===== config.mk =====
export PLATFORM = sky130hd
export DESIGN_NAME = sor_status_option
export DESIGN_NICKNAME = d
export VERILOG_FILES = /design/src/design/sor_pkg.sv /design/src/design/sor_status_option.sv
export SDC_FILE = /design/constraint.sdc
export NUM_CORES = 1
export LEC_CHECK = 0
export ABC_AREA = 1
export BUFFER_PORTS_ARGS = -buffer_cell sky130_fd_sc_hd__buf_2
export CORE_MARGIN = 1
export CORE_UTILIZATION = 53
export DETAILED_ROUTE_END_ITERATION = 8
export GPL_ROUTABILITY_DRIVEN = 0
export GPL_TIMING_DRIVEN = 1
export PLACE_DENSITY = 0.84
export SLEW_MARGIN = 30
export SYNTH_ARGS = -nofsm -noshare
export SYNTH_HDL_FRONTEND = slang
export SYNTH_SLANG_ARGS = --single-unit

===== constraint.sdc =====
create_clock -name clk_in -period 3.1 [get_ports clk_in]
set_input_delay 0.155 -clock clk_in [delete_from_list [all_inputs] [get_ports clk_in]]
set_output_delay 0.155 -clock clk_in [all_outputs]
set_load 0.02 [all_outputs]

===== src/design/sor_pkg.sv =====
package sor_pkg;
    // Register offsets (word aligned byte addresses)
    // Flags keep their word index; the bus address is four times it
    localparam int SOR_FLAGS_IDX = 3;
    localparam logic [7:0] SOR_FLAGS_OFF = 8'(4 * SOR_FLAGS_IDX);
    localparam logic [7:0] SOR_CFG_OFF = 8'h10;
    localparam logic [7:0] SOR_DIR_OFF = 8'h14;
    localparam logic [7:0] SOR_IRQ_STAT_OFF = 8'h18;
    localparam logic [7:0] SOR_IRQ_CLR_OFF = 8'h1C;
    localparam logic [7:0] SOR_IRQ_EN_OFF = 8'h20;
    localparam logic [7:0] SOR_PINS_OFF = 8'h24;
    // Flag bit positions
    localparam int SOR_C_BIT = 0;
    localparam int SOR_HC_BIT = 1;
    localparam int SOR_Z_BIT = 2;
    localparam int SOR_PD_BIT = 3;
    localparam int SOR_TO_BIT = 4;
    localparam int SOR_PG_BIT = 5;
    localparam int SOR_WF_BIT = 7;
    // Config bit positions, timer clock pin, reset values and bus responses
    localparam int SOR_WAKE_DIS_BIT = 7;
    localparam int SOR_PU_DIS_BIT = 6;
    localparam int SOR_TCS_BIT = 5;
    localparam int SOR_TCK_PIN = 2;
    localparam logic [7:0] SOR_CFG_RST = 8'hFF;
    localparam logic [7:0] SOR_FLAGS_RST = 8'h18;
    localparam logic [7:0] SOR_DIR_RST = 8'hFF;
    localparam logic [1:0] SOR_RESP_OK = 2'b00;
    localparam logic [1:0] SOR_RESP_ERR = 2'b10;
    // Interrupt bits: sleep, wdt timeout, wake
    localparam int SOR_EV_W = 3;

    typedef enum {
        SOR_OP_NONE, SOR_OP_ADD, SOR_OP_SUB, SOR_OP_RRF, SOR_OP_RLF,
        SOR_OP_LOGIC, SOR_OP_CFG_LOAD, SOR_OP_WDT_CLR, SOR_OP_SLEEP
    } sor_op_t;

    typedef struct packed {
        logic [7:0] acc;
        logic [7:0] operand;
        logic [3:0] op;
    } sor_instr_t;
endpackage


===== src/design/sor_status_option.sv =====
// Register access over AXI4-Lite was left to the implementer.
`timescale 1ns/1ps
`default_nettype none
module sor_status_option
    import sor_pkg::*;
#(
    parameter int PINS = 6
) (
    // Clock and reset
    input wire logic clk_in,
    input wire logic rst_n_in,
    // Core execution side
    input wire logic instr_valid_in,
    input wire sor_instr_t instr_in,
    input wire logic wdt_timeout_in,
    input wire logic wake_event_in,
    input wire logic [PINS-1:0] pin_direction_ctrl_in,
    // Pin control, result, flags and interrupt
    output logic [PINS-1:0] pullup_en_out,
    output logic [PINS-1:0] wake_en_out,
    output logic [PINS-1:0] pin_oe_n_out,
    output logic [7:0] result_out,
    output logic [7:0] processor_flags_out,
    output logic irq_out,
    // AXI4-Lite slave
    input wire logic [7:0] s_axi_awaddr,
    input wire logic s_axi_awvalid,
    output logic s_axi_awready,
    input wire logic [31:0] s_axi_wdata,
    input wire logic [3:0] s_axi_wstrb,
    input wire logic s_axi_wvalid,
    output logic s_axi_wready,
    output logic [1:0] s_axi_bresp,
    output logic s_axi_bvalid,
    input wire logic s_axi_bready,
    input wire logic [7:0] s_axi_araddr,
    input wire logic s_axi_arvalid,
    output logic s_axi_arready,
    output logic [31:0] s_axi_rdata,
    output logic [1:0] s_axi_rresp,
    output logic s_axi_rvalid,
    input wire logic s_axi_rready
);
    if (PINS <= SOR_TCK_PIN || PINS > 8) begin : g_bad_pins
        $error("PINS out of range");
    end

    logic [7:0] flags_reg;
    logic [7:0] cfg_reg;
    logic [PINS-1:0] dir_reg;
    logic [SOR_EV_W-1:0] ev_stat_reg, ev_en_reg;
    logic [7:0] aw_reg;
    logic aw_full_reg, w_full_reg;
    logic [31:0] wd_reg;
    logic [PINS-1:0] pins_sync1_reg, pins_sync2_reg;

    // Arithmetic
    wire is_add = instr_valid_in && instr_in.op == 4'(SOR_OP_ADD);
    wire is_sub = instr_valid_in && instr_in.op == 4'(SOR_OP_SUB);
    wire is_rrf = instr_valid_in && instr_in.op == 4'(SOR_OP_RRF);
    wire is_rlf = instr_valid_in && instr_in.op == 4'(SOR_OP_RLF);
    wire is_log = instr_valid_in && instr_in.op == 4'(SOR_OP_LOGIC);
    wire is_cfg = instr_valid_in && instr_in.op == 4'(SOR_OP_CFG_LOAD);
    wire is_clr = instr_valid_in && instr_in.op == 4'(SOR_OP_WDT_CLR);
    wire is_slp = instr_valid_in && instr_in.op == 4'(SOR_OP_SLEEP);
    wire [8:0] add_sum = {1'b0, instr_in.operand} + {1'b0, instr_in.acc};
    wire [8:0] sub_dif = {1'b0, instr_in.operand} + {1'b0, ~instr_in.acc}
        + 9'h001;
    wire [4:0] add_lo = {1'b0, instr_in.operand[3:0]}
        + {1'b0, instr_in.acc[3:0]};
    // sub half carry, one means no borrow
    wire [4:0] sub_lo = {1'b0, instr_in.operand[3:0]}
        + {1'b0, ~instr_in.acc[3:0]} + 5'h01;
    wire [7:0] rrf_res = {flags_reg[SOR_C_BIT], instr_in.operand[7:1]};
    wire [7:0] rlf_res = {instr_in.operand[6:0], flags_reg[SOR_C_BIT]};

    // Bus decode
    wire wr_fire = aw_full_reg && w_full_reg && !s_axi_bvalid;
    wire wr_flags = wr_fire && aw_reg == SOR_FLAGS_OFF;
    wire wr_dir = wr_fire && aw_reg == SOR_DIR_OFF;
    wire wr_clr = wr_fire && aw_reg == SOR_IRQ_CLR_OFF;
    wire wr_en = wr_fire && aw_reg == SOR_IRQ_EN_OFF;
    wire wr_ok = wr_flags || wr_dir || wr_clr || wr_en;
    wire rd_fire = s_axi_arvalid && s_axi_arready;
    wire rd_ok = s_axi_araddr == SOR_FLAGS_OFF
        || s_axi_araddr == SOR_DIR_OFF || s_axi_araddr == SOR_IRQ_STAT_OFF
        || s_axi_araddr == SOR_IRQ_EN_OFF || s_axi_araddr == SOR_PINS_OFF;

    // Flags next value
    logic [7:0] fl_next;
    always_comb begin
        fl_next = flags_reg;
        if (wr_flags && wd_reg[0]) begin
            fl_next[SOR_PG_BIT] = wd_reg[SOR_PG_BIT];
            fl_next[SOR_Z_BIT] = wd_reg[SOR_Z_BIT];
            fl_next[SOR_HC_BIT] = wd_reg[SOR_HC_BIT];
            fl_next[SOR_C_BIT] = wd_reg[SOR_C_BIT];
        end
        if (is_add) begin
            fl_next[SOR_C_BIT] = add_sum[8];
            fl_next[SOR_HC_BIT] = add_lo[4];
            fl_next[SOR_Z_BIT] = add_sum[7:0] == 8'h00;
        end
        if (is_sub) begin
            fl_next[SOR_C_BIT] = sub_dif[8];
            fl_next[SOR_HC_BIT] = sub_lo[4];
            fl_next[SOR_Z_BIT] = sub_dif[7:0] == 8'h00;
        end
        if (is_rrf) begin
            fl_next[SOR_C_BIT] = instr_in.operand[0];
        end
        if (is_rlf) begin
            fl_next[SOR_C_BIT] = instr_in.operand[7];
        end
        if (is_log) begin
            fl_next[SOR_Z_BIT] = instr_in.operand == 8'h00;
        end
        if (is_clr) begin
            fl_next[SOR_TO_BIT] = 1'b1;
            fl_next[SOR_PD_BIT] = 1'b1;
        end
        if (is_slp) begin
            fl_next[SOR_TO_BIT] = 1'b1;
            fl_next[SOR_PD_BIT] = 1'b0;
        end
        if (wdt_timeout_in) begin
            fl_next[SOR_TO_BIT] = 1'b0;
        end
        if (wake_event_in) begin
            fl_next[SOR_WF_BIT] = 1'b1;
        end
    end

    wire [SOR_EV_W-1:0] ev_now = {wake_event_in, wdt_timeout_in, is_slp};
    // Set wins over clear
    wire [SOR_EV_W-1:0] ev_next = (ev_stat_reg
        & ~(wr_clr ? wd_reg[SOR_EV_W-1:0] : '0)) | ev_now;

    always_ff @(posedge clk_in) begin
        if (!rst_n_in) begin
            flags_reg <= SOR_FLAGS_RST;
            cfg_reg <= SOR_CFG_RST;
            dir_reg <= PINS'(SOR_DIR_RST);
            ev_stat_reg <= '0;
            ev_en_reg <= '0;
            result_out <= 8'h00;
        end else begin
            flags_reg <= fl_next;
            if (is_cfg) begin
                cfg_reg <= instr_in.acc;
            end
            if (wr_dir) begin
                dir_reg <= wd_reg[PINS-1:0];
            end
            ev_stat_reg <= ev_next;
            if (wr_en) begin
                ev_en_reg <= wd_reg[SOR_EV_W-1:0];
            end
            result_out <= is_add ? add_sum[7:0] : is_sub ? sub_dif[7:0]
                : is_rrf ? rrf_res : is_rlf ? rlf_res : result_out;
        end
    end

    always_ff @(posedge clk_in) begin
        pins_sync1_reg <= pin_direction_ctrl_in;
        pins_sync2_reg <= pins_sync1_reg;
    end

    // Pin functions
    genvar g;
    generate
        for (g = 0; g < PINS; g++) begin : g_pin
            wire tck = g == SOR_TCK_PIN && cfg_reg[SOR_TCS_BIT];
            wire is_in = dir_reg[g] || tck;
            assign pullup_en_out[g] = is_in && !cfg_reg[SOR_PU_DIS_BIT];
            assign wake_en_out[g] = is_in && !cfg_reg[SOR_WAKE_DIS_BIT];
            assign pin_oe_n_out[g] = is_in;
        end
    endgenerate

    assign processor_flags_out = flags_reg;
    assign irq_out = |(ev_stat_reg & ev_en_reg);

    // AXI4-Lite slave
    assign s_axi_awready = !aw_full_reg;
    assign s_axi_wready = !w_full_reg;
    assign s_axi_arready = !s_axi_rvalid;
    always_ff @(posedge clk_in) begin
        if (!rst_n_in) begin
            aw_full_reg <= 1'b0;
            w_full_reg <= 1'b0;
            aw_reg <= 8'h00;
            wd_reg <= 32'h0000_0000;
            s_axi_bvalid <= 1'b0;
            s_axi_bresp <= SOR_RESP_OK;
            s_axi_rvalid <= 1'b0;
            s_axi_rdata <= 32'h0000_0000;
            s_axi_rresp <= SOR_RESP_OK;
        end else begin
            if (s_axi_awvalid && !aw_full_reg) begin
                aw_reg <= s_axi_awaddr;
                aw_full_reg <= 1'b1;
            end
            if (s_axi_wvalid && !w_full_reg) begin
                wd_reg <= s_axi_wstrb[0] ? s_axi_wdata : 32'h0000_0000;
                w_full_reg <= 1'b1;
            end
            if (wr_fire) begin
                aw_full_reg <= 1'b0;
                w_full_reg <= 1'b0;
                s_axi_bvalid <= 1'b1;
                s_axi_bresp <= wr_ok ? SOR_RESP_OK : SOR_RESP_ERR;
            end else if (s_axi_bready) begin
                s_axi_bvalid <= 1'b0;
            end
            if (rd_fire) begin
                s_axi_rvalid <= 1'b1;
                s_axi_rresp <= rd_ok ? SOR_RESP_OK : SOR_RESP_ERR;
                case (s_axi_araddr)
                    SOR_FLAGS_OFF: s_axi_rdata <= {24'h00_0000, flags_reg};
                    SOR_DIR_OFF: s_axi_rdata <= 32'(dir_reg);
                    SOR_IRQ_STAT_OFF: s_axi_rdata <= 32'(ev_stat_reg);
                    SOR_IRQ_EN_OFF: s_axi_rdata <= 32'(ev_en_reg);
                    SOR_PINS_OFF: s_axi_rdata <= 32'(pins_sync2_reg);
                    default: s_axi_rdata <= 32'h0000_0000;
                endcase
            end else if (s_axi_rready) begin
                s_axi_rvalid <= 1'b0;
            end
        end
    end
endmodule
`default_nettype wire


==> results.py, run 1 <==
metrics = {
    "synthesis": {
        "syn_inst": 608,
        "synth_ff_type": "dfxtp_1",
        "synth-edff-count": 0,
        "yosysUniqueCellTypes": 47,
        "ys.warnings.count": 0,
        "synth-seq-area-share_pct": 33.2,
        "avgSynthCellArea_um2": 6.85,
        "synthesis.area_mm2": 0.00416,
        "ys_seq_elements": 69,
        "synthArstFlopShare_pct": 0,
    },
    "die": {
        "die_w_um": 90.6,
        "rows": 31,
        "die_area_mm2": 0.00821,
        "start_util_pct": 56.2,
        "core_area_mm2": 0.00741,
        "dieHeight_um": 90.6,
        "num_io_pins": 164,
    },
    "sta": {
        "fin_hold_ws_ps": 35.5,
        "fmax_mhz": 558,
        "fin_setup_tns_ps": 0,
        "worstMarginPinSlew_ps": 541,
        "period_share_pct": 57.8,
        "rsz0062_at_grt": "no",
        "period_minus_slack_ps": 1790,
        "skew_ps": 5.77,
        "hold_violations": 0,
        "setup_viol": 0,
        "relSlewSlack_pct": 63.7,
        "drv_slew": 0,
    },
    "power_and_ir_drop": {
        "p_leak_nw": 2.64,
        "peakVddDrop_mv": 0.437,
        "p_total_mw": 2.32,
        "p_per_area_mw_per_mm2": 472,
    },
    "finish": {
        "fin_area_mm2": 0.00493,
        "nNetsFinal": 819,
        "fill_cells": 643,
        "n_antenna_cell": 0,
        "drive_above_1_share_pct": 20.3,
        "area_growth_pct": 18.4,
    },
    "detailed_routing": {
        "drt-total-wl_mm": 11.1,
        "ant_nets": 0,
        "drc": 0,
        "wl_per_cell_um": 13.6,
        "num_vias": 4301,
        "drtIter0Drc": 291,
        "avgViaCountPerCell": 5.26,
        "firstDrtPassIters": 5,
    },
    "outcome": {
        "status": "completed",
    },
    "clock_tree": {
        "clock_tree.root_cell": "clkbuf_8",
        "cts_setup_buffers": 0,
        "cts_buffers": 9,
        "path_clk_slew_ps": 70,
        "cts.sinks": 69,
        "cts_buffer_depth": 2,
        "htree_levels": 3,
        "cts_tree": "built",
        "cts_resized": 0,
        "ctsHoldBuffers": 6,
        "insertion_delay_ps": 350,
    },
    "worst_hold_path": {
        "hold_class": "in -> reg",
    },
    "flow_run": {
        "drv_cap": 0,
    },
    "place": {
        "place_area_mm2": 0.00461,
        "dp_hpwl_mm": 8.34,
        "port_buffers": 106,
    },
    "global_routing": {
        "overflow": 0,
        "grt_max_degree": 41,
        "antenna_found_initial": 0,
        "grt_pass1_vias": 4018,
        "grt_usage_pct": 27.5,
        "grt_pass1_wl_mm": 18.2,
    },
    "worst_setup_path": {
        "cp_max_fo": 4,
        "required_ps": 3340,
        "cp.arrival_ps": 2030,
        "worstSetupStartpointType": "input port",
        "endpoint_kind": "flip-flop",
        "worst-setup-path-type": "in -> reg",
    },
}
[cells in the final DEF, fill, tap and decap left out, drive strengths merged, types with 2 or more instances in the layout]
master,Yosys,routed
nand2,121,121
buf,38,107
inv,100,100
dfxtp,69,69
nor2,60,60
a21oi,53,53
o21ai,48,48
conb,1,28
nand3,26,26
ha,16,16
clkbuf,8,11
o211ai,10,10
nor3,9,9
a211oi,8,8
nand4,8,8
dlygate4sd3,0,6
a31oi,4,4
o22ai,3,3
o21bai,3,3
bufinv,0,3
xor2,2,2
nor4,2,2
o221ai,2,2
o2bb2ai,2,2
fa,2,2
clkinv,1,2
or2,2,2
[cell families (layout without fill, tap and decap cells)]
family                   Yosys count  after routing  synth area share [%]
XOR/XNOR                           3              3                 0.631
adder cells (fa/ha/maj)           18             18                  5.77
buffers and inverters            147            230                  16.8
flip-flops                        69             69                  33.2
other                              1             28                0.0901
AND/OR/NAND/NOR                  230            230                  24.2
AO/OA/AOI/OAI                    140            140                  19.4
[per-stage QoR]
step           utilization [%]  std cells  worst slack, ps
5_1_grt                   66.5        817             1150
2_1_floorplan                -        635             1450
4_1_cts                   66.5        817             1410
6_report                  66.5        817             1310
3_5_place_dp              62.3        795             1050
3_3_place_gp              62.3        795             1110
[per-layer routing]
| layer | up-vias | global-route usage [%] | wire (µm) | share of wire [%] |
|---|---|---|---|---|
| li1 | 2125 | - | - | - |
| met1 | 1947 | 33.2 | 4650 | 42 |
| met2 | 203 | 47.4 | 5320 | 48 |
| met3 | 26 | 6.57 | 825 | 7.5 |
| met4 | 0 | 9.54 | 269 | 2.4 |
| met5 | - | 0 | 0 | 0 |
[synthesized netlist by cell type, types with 2 or more instances]
| cell | count | share of area, % |
|---|---|---|
| ha_1 | 16 | 4.8 |
| xor2_1 | 2 | 0.42 |
| o2bb2ai_1 | 2 | 0.42 |
| o21ai_0 | 39 | 4.7 |
| nand2_4 | 4 | 1.1 |
| nand4_1 | 8 | 1.2 |
| nor3_2 | 2 | 0.48 |
| fa_1 | 2 | 0.96 |
| a31oi_1 | 4 | 0.60 |
| nand2_1 | 117 | 11 |
| o21ai_1 | 9 | 1.1 |
| nand3_1 | 26 | 3.1 |
| a21oi_1 | 52 | 6.3 |
| nor2_1 | 57 | 5.1 |
| o221ai_1 | 2 | 0.42 |
| buf_2 | 2 | 0.24 |
| o22ai_1 | 3 | 0.45 |
| nor4_1 | 2 | 0.30 |
| o21bai_1 | 3 | 0.54 |
| inv_2 | 9 | 0.81 |
| inv_4 | 2 | 0.30 |
| nor2_2 | 2 | 0.30 |
| nor3_1 | 6 | 0.72 |
| buf_4 | 35 | 6.3 |
| clkbuf_1 | 8 | 0.72 |
| dfxtp_1 | 69 | 33 |
| a211oi_1 | 8 | 1.4 |
| o211ai_1 | 10 | 1.8 |
| inv_1 | 89 | 8.0 |
[area by class of cell]
type                    count  area [µm²]  share of cell area [%]
flip-flops and latches     69        1380                    28.0
repair buffers            113         598                    12.1
clock inverters             5         106                    2.16
inverters                 101         384                    7.79
well taps                  99         124                    2.51
clock buffers              11         151                    3.07
multi-input cells         419        2180                    44.3
[power breakdown]
part	internal, mW	leakage [nW]	switching (mW)
clock network	0.579	0.126	0.339
logic	0.148	1.94	0.299
registers	0.933	0.569	0.0267
total	1.66	2.64	0.665
[worst paths after layout]
| check | depth (start not counted) | startpoint | slack, ps | to |
|---|---|---|---|---|
| worst max-delay path | 13 | instr_in[4] | 1310 | result_out[6]$_SDFFE_PN0P_ |
| worst min-delay path | 3 | s_axi_awaddr[5] | 40 | aw_reg[5]$_SDFFE_PN0P_ |
| worst max register to register | 11 | w_full_reg$_SDFFE_PP0P_ | 1430 | processor_flags_out[2]$_SDFFE_PN0P_ |
| worst min register to register | 0 | pins_sync1_reg[0]$_DFF_P_ | 340 | pins_sync2_reg[0]$_DFF_P_ |
[critical path, stage by stage]
cell,delay (ps)
buf_2,120
ha_1,230
inv_1,70
fa_1,390
nand3b_1,180
nand2_1,190
nand2_1,110
nand2_1,80
nand2_1,60
nand3_1,70
o2111ai_1,190
o211ai_1,140
inv_1,50
No activity file was read; power rests on OpenSTA's default activity.
==> run 2, diff against run 1 <==
Settings changed: CORE_UTILIZATION 53 to 49, PLACE_DENSITY 0.84 to 0.78.
Clock period 3.1 ns to 1.9 ns, I/O delays scaled along.
==> run 2 against run 1 <==
  * Non-clock buffer count up 8
  * Cell count is 1.6% higher
  * Register-to-register slack worse by 1100 ps
  * Power grew 41%
  * Clock skew rose by 5.1 ps
  * Die area is 8.0% higher
  * Via count is 0.79% lower
  * Core utilization decreased by 6.8 points
  * Clock power grew 6.1%
  * Combinational power rose by 64%
==> results.py, run 2 (same netlist as run 1, synthesis figures left out) <==
metrics = {
    "place": {
        "dp_hpwl_mm": 8.24,
        "port_buffers": 106,
    },
    "global_routing": {
        "grt_max_degree": 31,
        "overflow": 0,
        "grt_pass1_wl_mm": 16.5,
        "antenna_found_initial": 0,
        "grt_pass1_vias": 3630,
        "grt_usage_pct": 23.9,
    },
    "clock_tree": {
        "insertion_delay_ps": 350,
        "htree_levels": 3,
        "ctsHoldBuffers": 10,
        "cts_resized": 0,
        "cts_buffer_depth": 2,
        "path_clk_slew_ps": 70,
        "cts_tree": "built",
        "cts_setup_buffers": 0,
        "cts.sinks": 69,
        "cts_buffers": 9,
        "clock_tree.root_cell": "clkbuf_8",
    },
    "detailed_routing": {
        "avgViaCountPerCell": 5.14,
        "drc": 0,
        "firstDrtPassIters": 5,
        "ant_nets": 0,
        "drt-total-wl_mm": 10.4,
        "wl_per_cell_um": 12.5,
        "drtIter0Drc": 285,
        "num_vias": 4267,
    },
    "sta": {
        "period_share_pct": 84.9,
        "fmax_mhz": 620,
        "rsz0062_at_grt": "no",
        "skew_ps": 10.9,
        "relSlewSlack_pct": 65.4,
        "fin_hold_ws_ps": 6.45,
        "drv_slew": 0,
        "setup_viol": 0,
        "fin_setup_tns_ps": 0,
        "period_minus_slack_ps": 1610,
        "hold_violations": 0,
        "worstMarginPinSlew_ps": 516,
    },
    "worst_setup_path": {
        "worstPathCellList": "inv_2 > nor2_1 > nand2_1 > nor3_2 > nand2_1 > inv_2 > nand2_1 > nand2_1 > o211ai_1",
        "required_ps": 2120,
        "path_buf_inv": 2,
        "endpoint_kind": "flip-flop",
        "worst-setup-path-type": "reg -> reg",
        "worstSetupStartpointType": "flip-flop",
        "cpPeakStageDelay_ps": 350,
        "cp_top_family": "simple AND/OR/NAND/NOR gates",
        "crit_path_top_delay_cell": "dfxtp_1",
        "cp.arrival_ps": 1830,
        "cp_max_fo": 11,
        "cp_common_cell": "nand2_1",
    },
    "finish": {
        "multi_input_area_mm2": 0.00218,
        "drive_above_1_share_pct": 20.4,
        "nNetsFinal": 827,
        "fill_cells": 783,
        "n_antenna_cell": 0,
        "final_common_cell": "nand2_1",
        "area_growth_pct": 17.9,
        "seq_area_mm2": 0.00138,
        "most-common-layout-cells": "117 x nand2_1, 106 x buf_2, 89 x inv_1",
    },
    "power_and_ir_drop": {
        "peakVddDrop_mv": 0.365,
        "p_leak_nw": 2.63,
        "clkPwrFrac_pct": 29.8,
        "comb_power_share_pct": 22.4,
        "p_int_mw": 2.23,
        "power.switching_mw": 1.04,
        "seq_power_share_pct": 47.8,
        "p_per_area_mw_per_mm2": 667,
        "switching_share_pct": 31.7,
    },
    "die": {
        "rows": 33,
        "dieHeight_um": 94.2,
        "core_area_mm2": 0.00822,
        "die_w_um": 94.2,
        "die_area_mm2": 0.00887,
        "num_io_pins": 164,
        "start_util_pct": 50.7,
    },
    "worst_hold_path": {
        "hold_class": "in -> reg",
    },
    "flow_run": {
        "drv_cap": 0,
    },
    "outcome": {
        "status": "completed",
    },
}
==> run 2: final cells by class <==
type                            count  share of cell area, %
Clock buffer                       10                   2.60
Tap cell                          105                   2.68
Clock inverter                      5                  0.587
Multi-Input combinational cell    419                   44.5
Inverter                          101                   7.83
Timing Repair Buffer              121                   13.6
Sequential cell                    69                   28.2
==> run 2: worst min-delay path: stages <==
cell and delay, ps:
buf_2 110, inv_1 50, a21oi_1 60
==> run 2: path summary, 6_finish.rpt <==
path,startpoint,to,slack (ps),depth (start not counted)
worst max-delay path,w_full_reg$_SDFFE_PP0P_,dir_reg[1]$_SDFFE_PN1P_,290,9
worst min-delay path,wake_event_in,ev_stat_reg[2]$_SDFF_PN0_,6,3
worst max register to register,w_full_reg$_SDFFE_PP0P_,dir_reg[1]$_SDFFE_PN1P_,290,9
worst min register to register,pins_sync1_reg[0]$_DFF_P_,pins_sync2_reg[0]$_DFF_P_,330,0
==> run 2: metrics by stage <==
stage	cell area [µm²]	total power [mW]	utilization, %	setup slack [ps]	std cells
after floorplan	4260	2.12	-	311	635
after global placement	4650	2.29	56.6	56.0	805
after detailed placement	4650	2.31	56.6	-30.1	805
after CTS	4910	3.28	59.7	297	830
after global routing	4910	3.43	59.7	110	830
final	4910	3.27	59.7	286	830
==> run 2: power groups by stage <==
stage	registers [mW]	clock network [mW]	logic, mW
global placement	1.59	0	0.694
detailed placement	1.60	0	0.710
floorplan	1.62	0	0.500
global route	1.57	1.04	0.824
finish	1.56	0.974	0.734
CTS	1.56	0.988	0.728
==> run 2: per-layer routing <==
metal / GRT usage (%) / wire length (µm) / vias to the layer above
li1: - / - / 2145
met1: 30.9 / 4690 / 1916
met2: 39.9 / 4860 / 188
met3: 4.29 / 661 / 18
met4: 7.82 / 194 / 0
met5: 0 / 0 / -
